**src/rtl/jpsc_regs.svh**
```systemverilog
// Register offsets, field positions, reset values and counts for the
// test pin sharing controller.
// Assumes byte addressing on a 32-bit AXI4-Lite register bus.
//
// Behaviour
// Flexible mode, mode-select low: test clock pin becomes the scan clock.
// Flexible mode, mode-select low: test data input pin becomes scan input.
// Flexible mode, mode-select low: test data output pin drives scan output.
// Shared pins stay in test mode until logic reset, then become user I/O.
// Five test clocks with mode-select high reach logic reset; tester supplies.
// Dedicated mode: mode-select is the plain scan mode select, no sharing.
// Reserved scan reset pin low initialises the scan logic at once.
// Scan reset pin has an internal pull-up, reads high when undriven.
// Scan reset pin is user I/O unless reserved at configuration.
// Checksum command running: test data output pin is driven.
// Checksum done: test data output pin returns to user I/O.
// Each probe pin outputs any selected internal node live.
// Probe pins usable alone or both together.
// Probe pin can be configured as plain user I/O.
// Probe observation can be disabled permanently; the code's lock is cleared again by a device reset.
// Each user pin is input, output, tristate or bidirectional.
// Unused user pins default to tristated, undriven.
// Hardwired array clock reaches every flip-flop directly.
// Routed clock inputs are buffered before distribution.
// No-connect pins have no link to internal logic.
// Scan reset also forces logic reset, releasing the shared pins.
`ifndef JPSC_REGS_SVH
`define JPSC_REGS_SVH

// ---------------------------------------------------------------
// Register byte offsets
// ---------------------------------------------------------------
`define JPSC_ADDR_CTRL      8'h00
`define JPSC_ADDR_PROBE_SEL 8'h04
`define JPSC_ADDR_IO_MODE   8'h08
`define JPSC_ADDR_IO_OUT    8'h0C
`define JPSC_ADDR_IO_OE     8'h10
`define JPSC_ADDR_STATUS    8'h14

// ---------------------------------------------------------------
// Control register fields
// ---------------------------------------------------------------
`define JPSC_CTRL_DEDICATED  0
`define JPSC_CTRL_RSV_TRST   1
`define JPSC_CTRL_PROBE_A_EN 2
`define JPSC_CTRL_PROBE_B_EN 3
`define JPSC_CTRL_PROBE_LOCK 4
`define JPSC_CTRL_CSUM_START 5

// ---------------------------------------------------------------
// Status register fields
// ---------------------------------------------------------------
`define JPSC_STAT_TAP_LSB    0
`define JPSC_STAT_SCAN_ACT   4
`define JPSC_STAT_CSUM_BUSY  5
`define JPSC_STAT_LOCKED     6
`define JPSC_STAT_PINS_LSB   8
`define JPSC_STAT_CLK_A      14
`define JPSC_STAT_CLK_B      15

// ---------------------------------------------------------------
// Reset values
// ---------------------------------------------------------------
`define JPSC_CTRL_RST      4'h0
`define JPSC_PROBE_SEL_RST 8'h00
`define JPSC_IO_MODE_RST   12'h000
`define JPSC_IO_OUT_RST    6'h00
`define JPSC_IO_OE_RST     6'h00
`define JPSC_IR_CAPTURE    2'h1

// ---------------------------------------------------------------
// Shared pin indices and counts
// ---------------------------------------------------------------
`define JPSC_NPINS       6
`define JPSC_PIN_TCK     0
`define JPSC_PIN_TDI     1
`define JPSC_PIN_TDO     2
`define JPSC_PIN_TRST    3
`define JPSC_PIN_PROBE_A 4
`define JPSC_PIN_PROBE_B 5
`define JPSC_CSUM_BITS   5'h10

`endif

```
**src/rtl/jpsc_pkg.sv**
```systemverilog
// Types of the test pin sharing controller.
// Assumes nothing beyond a SystemVerilog compiler.
package jpsc_pkg;

  // ---------------------------------------------------------------
  // Scan state machine states
  // ---------------------------------------------------------------
  typedef enum logic [3:0] {
    JPSC_ST_RESET    = 4'h0,
    JPSC_ST_IDLE     = 4'h1,
    JPSC_ST_SEL_DR   = 4'h2,
    JPSC_ST_CAP_DR   = 4'h3,
    JPSC_ST_SHIFT_DR = 4'h4,
    JPSC_ST_EXIT1_DR = 4'h5,
    JPSC_ST_PAUSE_DR = 4'h6,
    JPSC_ST_EXIT2_DR = 4'h7,
    JPSC_ST_UPD_DR   = 4'h8,
    JPSC_ST_SEL_IR   = 4'h9,
    JPSC_ST_CAP_IR   = 4'hA,
    JPSC_ST_SHIFT_IR = 4'hB,
    JPSC_ST_EXIT1_IR = 4'hC,
    JPSC_ST_PAUSE_IR = 4'hD,
    JPSC_ST_EXIT2_IR = 4'hE,
    JPSC_ST_UPD_IR   = 4'hF
  } jpsc_tap_state_t;

  // ---------------------------------------------------------------
  // User pin buffer modes
  // ---------------------------------------------------------------
  typedef enum logic [1:0] {
    JPSC_IO_INPUT  = 2'h0,
    JPSC_IO_OUTPUT = 2'h1,
    JPSC_IO_TRI    = 2'h2,
    JPSC_IO_BIDIR  = 2'h3
  } jpsc_io_mode_t;

  // Writable control bits
  typedef struct packed {
    logic probe_b_en;
    logic probe_a_en;
    logic reserve_trst;
    logic dedicated_mode;
  } jpsc_ctrl_t;

  // Drive of the shared pins
  typedef struct packed {
    logic [5:0] out;
    logic [5:0] oe_n;
  } jpsc_pins_t;

endpackage : jpsc_pkg

```
**src/rtl/jpsc_top.sv**
```systemverilog
// Test pin sharing controller: scan pin ownership, scan reset pin,
// checksum output, probe pins and user pin buffers, under AXI4-Lite.
// Assumes pins and routed clocks are asynchronous to aclk, and that the
// test clock is slow enough for aclk to see each of its levels.
`timescale 1ns/100ps
`default_nettype none
`include "jpsc_regs.svh"
module jpsc_top import jpsc_pkg::*; (
  // Hardwired array clock and reset
  input  wire logic        aclk,
  input  wire logic        aresetn,
  // AXI4-Lite write address
  input  wire logic        s_axi_awvalid,
  output var  logic        s_axi_awready,
  input  wire logic [7:0]  s_axi_awaddr,
  // AXI4-Lite write data
  input  wire logic        s_axi_wvalid,
  output var  logic        s_axi_wready,
  input  wire logic [31:0] s_axi_wdata,
  input  wire logic [3:0]  s_axi_wstrb,
  // AXI4-Lite write response
  output var  logic        s_axi_bvalid,
  input  wire logic        s_axi_bready,
  output var  logic [1:0]  s_axi_bresp,
  // AXI4-Lite read address
  input  wire logic        s_axi_arvalid,
  output var  logic        s_axi_arready,
  input  wire logic [7:0]  s_axi_araddr,
  // AXI4-Lite read data
  output var  logic        s_axi_rvalid,
  input  wire logic        s_axi_rready,
  output var  logic [31:0] s_axi_rdata,
  output var  logic [1:0]  s_axi_rresp,
  // Dedicated mode-select pin
  input  wire logic        tms_pin_in,
  // Shared pins: tck, tdi, tdo, trst, probe a, probe b
  input  wire logic [5:0]  io_pin_in,
  output var  logic [5:0]  io_pin_out,
  output var  logic [5:0]  io_pin_oe_n,
  output var  logic        trst_pull_up_en,
  // Routed clocks in and buffered out
  input  wire logic        routed_clock_a_in,
  input  wire logic        routed_clock_b_in,
  output var  logic        routed_clock_a_buf,
  output var  logic        routed_clock_b_buf
);

  // ---------------------------------------------------------------
  // Declarations
  // ---------------------------------------------------------------
  localparam logic [1:0] RESP_OKAY   = 2'h0;
  localparam logic [1:0] RESP_SLVERR = 2'h2;

  logic [8:0]      in_s;
  logic [5:0]      pin_s;
  logic            tms_s;
  logic            tck_d;
  logic            tck_rise;
  logic            tck_fall;
  jpsc_ctrl_t      ctrl;
  logic            probe_lock;
  logic            csum_start;
  logic [7:0]      probe_sel;
  logic [11:0]     io_mode;
  logic [5:0]      io_out_reg;
  logic [5:0]      io_oe_reg;
  logic [7:0]      aw_addr;
  logic [31:0]     w_data;
  logic [3:0]      w_strb;
  logic            wr_go;
  logic [31:0]     wmask;
  logic [31:0]     status;
  logic            scan_active;
  jpsc_tap_state_t tap_state;
  logic            trst_act;
  logic            bypass;
  logic [1:0]      ir;
  logic            tdo_bit;
  logic            tdo_en;
  logic            csum_busy;
  logic [4:0]      csum_cnt;
  logic [15:0]     csum_shift;
  logic [15:0]     node;
  logic            probe_a_act;
  logic            probe_b_act;
  logic [5:0]      user_out;
  logic [5:0]      user_oe_n;
  jpsc_pins_t      next_pins;

  // ---------------------------------------------------------------
  // Pin synchronisers and test clock edges
  // ---------------------------------------------------------------
  // No-connect pins have no port and so cannot disturb the block
  jpsc_sync #(.WIDTH(9)) u_sync (
    .aclk    (aclk),
    .aresetn (aresetn),
    .d       ({routed_clock_b_in, routed_clock_a_in, ~tms_pin_in, io_pin_in}),
    .q       (in_s)
  );

  assign pin_s    = in_s[5:0];
  // Mode-select is carried inverted so its reset value reads high
  assign tms_s    = ~in_s[6];
  assign tck_rise = pin_s[`JPSC_PIN_TCK] & ~tck_d;
  assign tck_fall = ~pin_s[`JPSC_PIN_TCK] & tck_d;

  // All flip-flops run straight off the hardwired clock aclk
  always_ff @(posedge aclk) begin
    if (!aresetn) begin
      tck_d <= 1'b0;
    end else begin
      tck_d <= pin_s[`JPSC_PIN_TCK];
    end
  end

  // Routed clocks leave through a register stage as their buffer
  always_ff @(posedge aclk) begin
    if (!aresetn) begin
      routed_clock_a_buf <= 1'b0;
      routed_clock_b_buf <= 1'b0;
      trst_pull_up_en    <= 1'b0;
    end else begin
      routed_clock_a_buf <= in_s[7];
      routed_clock_b_buf <= in_s[8];
      trst_pull_up_en    <= 1'b1;
    end
  end

  // ---------------------------------------------------------------
  // AXI4-Lite write channels
  // ---------------------------------------------------------------
  assign wr_go = ~s_axi_awready & ~s_axi_wready & ~s_axi_bvalid;
  assign wmask = {{8{w_strb[3]}}, {8{w_strb[2]}},
                  {8{w_strb[1]}}, {8{w_strb[0]}}};

  always_ff @(posedge aclk) begin
    if (!aresetn) begin
      s_axi_awready <= 1'b1;
      s_axi_wready  <= 1'b1;
      s_axi_bvalid  <= 1'b0;
      s_axi_bresp   <= RESP_OKAY;
      aw_addr       <= 8'h00;
      w_data        <= 32'h0000_0000;
      w_strb        <= 4'h0;
    end else begin
      if (s_axi_awvalid && s_axi_awready) begin
        s_axi_awready <= 1'b0;
        aw_addr       <= s_axi_awaddr;
      end
      if (s_axi_wvalid && s_axi_wready) begin
        s_axi_wready <= 1'b0;
        w_data       <= s_axi_wdata;
        w_strb       <= s_axi_wstrb;
      end
      if (wr_go) begin
        s_axi_bvalid <= 1'b1;
        if (aw_addr == `JPSC_ADDR_CTRL || aw_addr == `JPSC_ADDR_PROBE_SEL ||
            aw_addr == `JPSC_ADDR_IO_MODE || aw_addr == `JPSC_ADDR_IO_OUT ||
            aw_addr == `JPSC_ADDR_IO_OE || aw_addr == `JPSC_ADDR_STATUS) begin
          s_axi_bresp <= RESP_OKAY;
        end else begin
          s_axi_bresp <= RESP_SLVERR;
        end
      end
      if (s_axi_bvalid && s_axi_bready) begin
        s_axi_bvalid  <= 1'b0;
        s_axi_awready <= 1'b1;
        s_axi_wready  <= 1'b1;
      end
    end
  end

  // ---------------------------------------------------------------
  // Configuration registers
  // ---------------------------------------------------------------
  always_ff @(posedge aclk) begin
    if (!aresetn) begin
      ctrl       <= `JPSC_CTRL_RST;
      probe_sel  <= `JPSC_PROBE_SEL_RST;
      io_mode    <= `JPSC_IO_MODE_RST;
      io_out_reg <= `JPSC_IO_OUT_RST;
      io_oe_reg  <= `JPSC_IO_OE_RST;
    end else if (wr_go) begin
      if (aw_addr == `JPSC_ADDR_CTRL) begin
        ctrl <= (ctrl & ~wmask[3:0]) | (w_data[3:0] & wmask[3:0]);
      end else if (aw_addr == `JPSC_ADDR_PROBE_SEL) begin
        probe_sel <= (probe_sel & ~wmask[7:0]) | (w_data[7:0] & wmask[7:0]);
      end else if (aw_addr == `JPSC_ADDR_IO_MODE) begin
        io_mode <= (io_mode & ~wmask[11:0]) | (w_data[11:0] & wmask[11:0]);
      end else if (aw_addr == `JPSC_ADDR_IO_OUT) begin
        io_out_reg <= (io_out_reg & ~wmask[5:0]) | (w_data[5:0] & wmask[5:0]);
      end else if (aw_addr == `JPSC_ADDR_IO_OE) begin
        io_oe_reg <= (io_oe_reg & ~wmask[5:0]) | (w_data[5:0] & wmask[5:0]);
      end
    end
  end

  // Lock is write-one-to-set; only a device reset undoes it
  always_ff @(posedge aclk) begin
    if (!aresetn) begin
      probe_lock <= 1'b0;
      csum_start <= 1'b0;
    end else begin
      csum_start <= wr_go && aw_addr == `JPSC_ADDR_CTRL && w_strb[0] &&
                    w_data[`JPSC_CTRL_CSUM_START];
      if (wr_go && aw_addr == `JPSC_ADDR_CTRL && w_strb[0] &&
          w_data[`JPSC_CTRL_PROBE_LOCK]) begin
        probe_lock <= 1'b1;
      end
    end
  end

  // ---------------------------------------------------------------
  // AXI4-Lite read channels
  // ---------------------------------------------------------------
  always_comb begin
    status = 32'h0000_0000;
    status[`JPSC_STAT_TAP_LSB +: 4]      = tap_state;
    status[`JPSC_STAT_SCAN_ACT]          = scan_active;
    status[`JPSC_STAT_CSUM_BUSY]         = csum_busy;
    status[`JPSC_STAT_LOCKED]            = probe_lock;
    status[`JPSC_STAT_PINS_LSB +: 6]     = pin_s;
    status[`JPSC_STAT_CLK_A]             = in_s[7];
    status[`JPSC_STAT_CLK_B]             = in_s[8];
  end

  always_ff @(posedge aclk) begin
    if (!aresetn) begin
      s_axi_arready <= 1'b1;
      s_axi_rvalid  <= 1'b0;
      s_axi_rdata   <= 32'h0000_0000;
      s_axi_rresp   <= RESP_OKAY;
    end else if (s_axi_arvalid && s_axi_arready) begin
      s_axi_arready <= 1'b0;
      s_axi_rvalid  <= 1'b1;
      s_axi_rresp   <= RESP_OKAY;
      if (s_axi_araddr == `JPSC_ADDR_CTRL) begin
        s_axi_rdata <= {26'h0, 1'b0, probe_lock, ctrl};
      end else if (s_axi_araddr == `JPSC_ADDR_PROBE_SEL) begin
        s_axi_rdata <= {24'h0, probe_sel};
      end else if (s_axi_araddr == `JPSC_ADDR_IO_MODE) begin
        s_axi_rdata <= {20'h0, io_mode};
      end else if (s_axi_araddr == `JPSC_ADDR_IO_OUT) begin
        s_axi_rdata <= {26'h0, io_out_reg};
      end else if (s_axi_araddr == `JPSC_ADDR_IO_OE) begin
        s_axi_rdata <= {26'h0, io_oe_reg};
      end else if (s_axi_araddr == `JPSC_ADDR_STATUS) begin
        s_axi_rdata <= status;
      end else begin
        s_axi_rdata <= 32'h0000_0000;
        s_axi_rresp <= RESP_SLVERR;
      end
    end else if (s_axi_rvalid && s_axi_rready) begin
      s_axi_rvalid  <= 1'b0;
      s_axi_arready <= 1'b1;
    end
  end

  // ---------------------------------------------------------------
  // Scan pin ownership and scan state machine
  // ---------------------------------------------------------------
  assign trst_act = ctrl.reserve_trst & ~pin_s[`JPSC_PIN_TRST];

  always_ff @(posedge aclk) begin
    if (!aresetn) begin
      scan_active <= 1'b0;
    end else if (ctrl.dedicated_mode) begin
      scan_active <= 1'b1;
    end else if (!tms_s) begin
      scan_active <= 1'b1; // see R1 see R2
    end else if (tap_state == JPSC_ST_RESET || trst_act) begin
      scan_active <= 1'b0; // see R4
    end
  end

  jpsc_tap u_tap (
    .aclk        (aclk),
    .aresetn     (aresetn),
    .step        (tck_rise & scan_active),
    .tms         (tms_s),
    .force_reset (trst_act),
    .state       (tap_state)
  );

  // Capture and shift on the test clock rise
  always_ff @(posedge aclk) begin
    if (!aresetn) begin
      bypass <= 1'b0;
      ir     <= `JPSC_IR_CAPTURE;
    end else if (tck_rise && scan_active) begin
      case (tap_state)
        JPSC_ST_CAP_DR:   bypass <= 1'b0;
        JPSC_ST_SHIFT_DR: bypass <= pin_s[`JPSC_PIN_TDI];
        JPSC_ST_CAP_IR:   ir <= `JPSC_IR_CAPTURE;
        JPSC_ST_SHIFT_IR: ir <= {pin_s[`JPSC_PIN_TDI], ir[1]};
        default:          ir <= ir;
      endcase
    end
  end

  // ---------------------------------------------------------------
  // Serial output and checksum command
  // ---------------------------------------------------------------
  always_ff @(posedge aclk) begin
    if (!aresetn) begin
      tdo_bit    <= 1'b0;
      tdo_en     <= 1'b0;
      csum_busy  <= 1'b0;
      csum_cnt   <= 5'h00;
      csum_shift <= 16'h0000;
    end else if (csum_start && !csum_busy) begin
      csum_busy  <= 1'b1;
      csum_cnt   <= 5'h00;
      csum_shift <= {io_mode, ctrl} ^ {probe_sel, 2'h0, io_out_reg};
    end else if (tck_fall) begin
      if (csum_busy) begin
        if (csum_cnt == `JPSC_CSUM_BITS) begin
          csum_busy <= 1'b0;
        end else begin
          tdo_bit    <= csum_shift[0];
          csum_shift <= {1'b0, csum_shift[15:1]};
          csum_cnt   <= csum_cnt + 5'h01;
        end
      end else begin
        tdo_en  <= tap_state == JPSC_ST_SHIFT_DR ||
                   tap_state == JPSC_ST_SHIFT_IR;
        tdo_bit <= (tap_state == JPSC_ST_SHIFT_IR) ? ir[0] : bypass;
      end
    end
  end

  // ---------------------------------------------------------------
  // Probe selection
  // ---------------------------------------------------------------
  assign node = {tap_state, scan_active, csum_busy, tdo_bit, bypass,
                 pin_s, in_s[7], in_s[8]};
  assign probe_a_act = ctrl.probe_a_en & ~probe_lock; // see R13
  assign probe_b_act = ctrl.probe_b_en & ~probe_lock; // see R13

  // ---------------------------------------------------------------
  // User pin buffers
  // ---------------------------------------------------------------
  for (genvar i = 0; i < `JPSC_NPINS; i++) begin : g_user
    always_comb begin
      case (jpsc_io_mode_t'(io_mode[2*i +: 2]))
        JPSC_IO_OUTPUT: begin
          user_out[i]  = io_out_reg[i];
          user_oe_n[i] = 1'b0;
        end
        JPSC_IO_TRI, JPSC_IO_BIDIR: begin
          user_out[i]  = io_out_reg[i];
          user_oe_n[i] = ~io_oe_reg[i];
        end
        default: begin
          user_out[i]  = 1'b0;
          user_oe_n[i] = 1'b1;
        end
      endcase
    end
  end

  // Scan, checksum and probe functions override the user buffers
  always_comb begin
    next_pins.out  = user_out;
    next_pins.oe_n = user_oe_n;
    if (scan_active) begin
      next_pins.oe_n[`JPSC_PIN_TCK] = 1'b1;
      next_pins.oe_n[`JPSC_PIN_TDI] = 1'b1;
      next_pins.out[`JPSC_PIN_TDO]  = tdo_bit;
      next_pins.oe_n[`JPSC_PIN_TDO] = ~tdo_en;
    end
    if (csum_busy) begin
      next_pins.out[`JPSC_PIN_TDO]  = tdo_bit;
      next_pins.oe_n[`JPSC_PIN_TDO] = 1'b0;
    end
    if (ctrl.reserve_trst) begin
      next_pins.oe_n[`JPSC_PIN_TRST] = 1'b1;
    end
    if (probe_a_act) begin
      next_pins.out[`JPSC_PIN_PROBE_A]  = node[probe_sel[3:0]];
      next_pins.oe_n[`JPSC_PIN_PROBE_A] = 1'b0;
    end
    if (probe_b_act) begin
      next_pins.out[`JPSC_PIN_PROBE_B]  = node[probe_sel[7:4]];
      next_pins.oe_n[`JPSC_PIN_PROBE_B] = 1'b0;
    end
  end

  // Probe pins fall back to user buffers when disabled
  always_ff @(posedge aclk) begin
    if (!aresetn) begin
      io_pin_out  <= 6'h00;
      io_pin_oe_n <= 6'h3F;
    end else begin
      io_pin_out  <= next_pins.out;
      io_pin_oe_n <= next_pins.oe_n;
    end
  end

endmodule : jpsc_top
`default_nettype wire

```
**src/rtl/jpsc_sync.sv**
```systemverilog
// Two flip-flop synchroniser for pins entering the aclk domain.
// Assumes inputs asynchronous to aclk; the first stage feeds only the second.
`timescale 1ns/100ps
`default_nettype none
module jpsc_sync #(
  parameter int WIDTH = 1
) (
  // Clock and reset
  input  wire logic             aclk,
  input  wire logic             aresetn,
  // Data
  input  wire logic [WIDTH-1:0] d,
  output var  logic [WIDTH-1:0] q
);
  logic [WIDTH-1:0] meta;

  always_ff @(posedge aclk) begin
    if (!aresetn) begin
      meta <= '0;
      q    <= '0;
    end else begin
      meta <= d;
      q    <= meta;
    end
  end
endmodule : jpsc_sync
`default_nettype wire

```
**src/rtl/jpsc_tap.sv**
```systemverilog
// Scan state machine, stepped once per sampled test clock rise.
// Assumes step is a one-cycle pulse and tms is already synchronised.
`timescale 1ns/100ps
`default_nettype none
module jpsc_tap import jpsc_pkg::*; (
  // Clock and reset
  input  wire logic      aclk,
  input  wire logic      aresetn,
  // Scan controls
  input  wire logic      step,
  input  wire logic      tms,
  input  wire logic      force_reset,
  output var  jpsc_tap_state_t state
);
  jpsc_tap_state_t next_state;

  always_comb begin
    case (state)
      JPSC_ST_RESET:    next_state = tms ? JPSC_ST_RESET : JPSC_ST_IDLE;
      JPSC_ST_IDLE:     next_state = tms ? JPSC_ST_SEL_DR : JPSC_ST_IDLE;
      JPSC_ST_SEL_DR:   next_state = tms ? JPSC_ST_SEL_IR : JPSC_ST_CAP_DR;
      JPSC_ST_CAP_DR:   next_state = tms ? JPSC_ST_EXIT1_DR : JPSC_ST_SHIFT_DR;
      JPSC_ST_SHIFT_DR: next_state = tms ? JPSC_ST_EXIT1_DR : JPSC_ST_SHIFT_DR;
      JPSC_ST_EXIT1_DR: next_state = tms ? JPSC_ST_UPD_DR : JPSC_ST_PAUSE_DR;
      JPSC_ST_PAUSE_DR: next_state = tms ? JPSC_ST_EXIT2_DR : JPSC_ST_PAUSE_DR;
      JPSC_ST_EXIT2_DR: next_state = tms ? JPSC_ST_UPD_DR : JPSC_ST_SHIFT_DR;
      JPSC_ST_UPD_DR:   next_state = tms ? JPSC_ST_SEL_DR : JPSC_ST_IDLE;
      JPSC_ST_SEL_IR:   next_state = tms ? JPSC_ST_RESET : JPSC_ST_CAP_IR;
      JPSC_ST_CAP_IR:   next_state = tms ? JPSC_ST_EXIT1_IR : JPSC_ST_SHIFT_IR;
      JPSC_ST_SHIFT_IR: next_state = tms ? JPSC_ST_EXIT1_IR : JPSC_ST_SHIFT_IR;
      JPSC_ST_EXIT1_IR: next_state = tms ? JPSC_ST_UPD_IR : JPSC_ST_PAUSE_IR;
      JPSC_ST_PAUSE_IR: next_state = tms ? JPSC_ST_EXIT2_IR : JPSC_ST_PAUSE_IR;
      JPSC_ST_EXIT2_IR: next_state = tms ? JPSC_ST_UPD_IR : JPSC_ST_SHIFT_IR;
      JPSC_ST_UPD_IR:   next_state = tms ? JPSC_ST_SEL_DR : JPSC_ST_IDLE;
      default:          next_state = JPSC_ST_RESET;
    endcase
  end

  // Any state reaches reset within five steps with tms high
  always_ff @(posedge aclk) begin
    if (!aresetn || force_reset) begin // see R7
      state <= JPSC_ST_RESET;
    end else if (step) begin
      state <= next_state;
    end
  end
endmodule : jpsc_tap
`default_nettype wire

```
**config.mk**
```make
export PLATFORM = sky130hd
export DESIGN_NAME = jpsc_top
export DESIGN_NICKNAME = d
export VERILOG_FILES = /design/src/rtl/jpsc_pkg.sv /design/src/rtl/jpsc_top.sv /design/src/rtl/jpsc_sync.sv /design/src/rtl/jpsc_tap.sv
export VERILOG_INCLUDE_DIRS = /design/src /design/src/rtl
export SDC_FILE = /design/constraint.sdc
export NUM_CORES = 1
export LEC_CHECK = 0
export BUFFER_PORTS_ARGS = -buffer_cell sky130_fd_sc_hd__buf_2
export CAP_MARGIN = 20
export CORE_UTILIZATION = 37
export CTS_BUF_LIST = sky130_fd_sc_hd__clkbuf_8 sky130_fd_sc_hd__clkbuf_16
export CTS_CLUSTER_DIAMETER = 120
export DETAILED_ROUTE_END_ITERATION = 16
export SLEW_MARGIN = 20
export SYNTH_ARGS = -nofsm -noshare
export SYNTH_HDL_FRONTEND = slang
export SYNTH_SLANG_ARGS = --single-unit
export TNS_END_PERCENT = 5
```
**constraint.sdc**
```tcl
create_clock -name aclk -period 2.45 [get_ports aclk]
set_clock_uncertainty 0.05 [all_clocks]
set_input_delay 0.245 -clock aclk [delete_from_list [all_inputs] [get_ports aclk]]
set_output_delay 0.245 -clock aclk [all_outputs]
set_load 0.005 [all_outputs]
```
==> run_results.csv <==
group,metric,value,unit
clocking,tritoncts,"done",
logic_synthesis,post_synth_instance_area,0.00672,sq mm
placement,placed_cells_incl_taps,1027,
sta,rsz0062_at_grt,"false",
detailed_routing,postRouteAntennaNets,0,
detailed_routing,vias,5466,
sta,timing_max_transition_violations_final,0,
layout,final_layout_size_suffix_gt1_frac,0.189,
layout,area_growth_syn_to_layout,19.5,%
die,die-height,137,um
power_and_ir_drop,irDropWorstVdd,0.000497,V
placement,placement.io_buffers,83,
die,rows,48,
worst_setup_path,cpPeakStageDelay,550,ps
global_route,first_global_vias,5114,
global_route,globalRouteTotalUtil,0.191,
sta,finalWorstPathRequiredPeriod,2160,ps
worst_setup_path,worst_path_dominant_cell_family,"simple AND/OR/NAND/NOR gates",
detailed_routing,detail_route.iter0.violations,352,
placement,weighted_congestion_reported_at_the_end_of_routability_driven_placement,0.843,
layout,final_util,0.458,
detailed_routing,drc_errors,0,
worst_setup_path,crit_arrival,2400,ps
logic_synthesis,synth_area_per_cell,8.86,sq um
logic_synthesis,synthCells,759,
clocking,clkTransAtPathRegs,60,ps
sta,fmaxAchievable,0.462,GHz
sta,worst-slew-pin-transition,672,ps
logic_synthesis,async_flop_share,0,
detailed_routing,detailedRoute.firstPassIterationCount,4,
die,chipWidth,137,um
detailed_routing,drt_wl_total,17.0,mm
die,floorplan.core_area,0.0175,sq mm
logic_synthesis,synth.most_common_cell,"dfxtp_1",
layout,nFillCells,1741,
hold_path,hold_path_class,"in -> reg",
clocking,cts_h_tree_depth,4,
layout,diodes,0,
worst_setup_path,cp.buffers_inverters,0,
logic_synthesis,synth_area_leader_cell,"dfxtp_1",
logic_synthesis,synth_top_cells_by_area,"dfxtp_1, mux2i_1, nand2_1",
clocking,cts_root_buf,"clkbuf_16",
logic_synthesis,edff_count_synth,0,
detailed_routing,route.detailed.vias_per_inst,5.08,
global_route,grt_remaining_overflow,0,
logic_synthesis,ys_seq_area_frac,0.444,
die,total_die_area,0.0187,sq mm
logic_synthesis,synth_seq_cells,149,
clocking,clk_path_buf_depth,2,
sta,tns,0,ps
worst_setup_path,crit_path_end_kind,"flop",
worst_setup_path,worstSetupPathType,"reg -> reg",
global_route,pin_count_of_the_biggest_net_entering_global_routing,79,
clocking,numCtsBuffers,17,
global_route,antenna_found_initial,0,
placement,detailed_placement_wirelength_estimate,11.6,mm
clocking,clkSinkCount,149,
power_and_ir_drop,power_per_cell_area,669,mW/mm^2
detailed_routing,detail_route.wl_per_cell,15.8,um
logic_synthesis,yosys-top-cells-count,"dfxtp_1, nand2_1, nor2_1, clkbuf_1, a21oi_1",
die,initial_utilization,0.383,
layout,layout.cells.non_filler,1075,
logic_synthesis,post_synth_num_cell_types,63,
clocking,insertion_delay_to_the_later_sink_of_the_worst_skew_pair,420,ps
clocking,post_cts.resized_instances,0,
layout,nets,908,
logic_synthesis,synth_largest_type_area_fraction,0.444,
logic_synthesis,yosys_most_used_dff,"dfxtp_1",
die,ioPinCount,124,
sta,slew-limit-headroom,0.546,
logic_synthesis,ys_warn_count,0,
global_route,grt_first_pass_wirelength,27.2,mm
worst_setup_path,cp-start-kind,"flop",
sta,timing.final.crit_share,0.883,
sta,final_hold_viol_count,0,
power_and_ir_drop,cellLeakagePower,3.13,nW
job,max-cap-violations,0,
worst_setup_path,worstPathRequired,2690,ps
run_status,run_status,"finished, final reports clean",
sta,setup_violations,0,
worst_setup_path,critical_path_peak_fanout,6,
worst_setup_path,worst_path_max_delay_cell,"or4_1",
worst_setup_path,critical_path.cell_chain,"or4_1 > or4_4 > or2_1 > mux2i_1",
[worst min-delay path, delay by kind of cell]
kind | cells | cell delay, ps
compound gates | 1 | 50
buf+inv | 1 | 100
simple gates | 1 | 50
[cells by family (layout without fill, tap and decap cells)]
| logic type | after synthesis | in the layout | synth area share |
|---|---|---|---|
| buffers and inverters | 85 | 159 | 0.0588 |
| flip-flops | 149 | 149 | 0.444 |
| AND/OR/NAND/NOR | 297 | 297 | 0.222 |
| XOR/XNOR | 19 | 19 | 0.0248 |
| other | 1 | 18 | 0.000558 |
| adder cells (fa/ha/maj) | 2 | 2 | 0.00372 |
| multiplexers | 62 | 62 | 0.107 |
| AO/OA/AOI/OAI | 144 | 144 | 0.139 |
[worst paths after layout]
check                        from          end  slack, ps  depth (start not counted)
hold reg to reg    u_sync.meta[7]  u_sync.q[7]        380                          1
hold / removal    s_axi_wdata[10]   w_data[10]         20                          3
setup / recovery       aw_addr[0]         flop        290                          4
setup reg to reg       aw_addr[0]         flop        290                          4
[area by class of cell]
type                    count  area (sq um)  area share
well taps                 225           282      0.0350
flip-flops and latches    149          2980       0.371
multi-input cells         542          3410       0.424
repair buffers            118           746      0.0928
clock inverters            14           154      0.0192
clock buffers              17           425      0.0530
inverters                  10          37.5     0.00467
[where the power goes]
part           leakage [nW]  total (mW)  switching, mW  internal [mW]
combinational          1.64       0.298          0.169          0.128
clock                 0.282        2.56           1.06           1.51
sequential             1.21        2.52         0.0453           2.47
total                  3.13        5.38           1.27           4.10
[per-layer routing]
layer  track usage  vias up  routed length (um)  part of all wire
met3        0.0356       37                 715             0.042
met2         0.296      134                7640              0.45
li1              -     2770                   -                 -
met4        0.0897        0                 557             0.033
met5             0        -                   0                 0
met1         0.257     2525                8060              0.48
[cells in the final DEF, fill, tap and decap left out, types with 17 or more instances in the layout]
| cell type | n |
|---|---|
| nand3_1 | 23 |
| o21ai_0 | 23 |
| a21oi_1 | 52 |
| dlygate4sd3_1 | 17 |
| clkbuf_16 | 17 |
| xor2_1 | 17 |
| and2_1 | 22 |
| buf_2 | 83 |
| mux2i_1 | 44 |
| nor2b_1 | 17 |
| dfxtp_1 | 149 |
| nor2_1 | 62 |
| nand2_1 | 111 |
| conb_1 | 18 |
[what timing repair did]
| action | 4_1_cts | 5_1_grt |
|---|---|---|
| hold endpoints to repair | 16 | 0 |
| buffers inserted | 0 | 0 |
| hold buffers | 17 | 0 |
[metrics by stage]
stage                     area (sq um)  power (mW)  setup WS (ps)  hold slack (ps)
after global placement            7280        2.84            315              353
after floorplan                   6790        2.76            338              223
final                             8030        5.38            286             18.4
after global routing              8030        5.57            198             21.4
after CTS                         8030        5.43            275            0.896
after detailed placement          7280        2.84            289              356
Note: power is estimated with default switching activity, not from simulation.
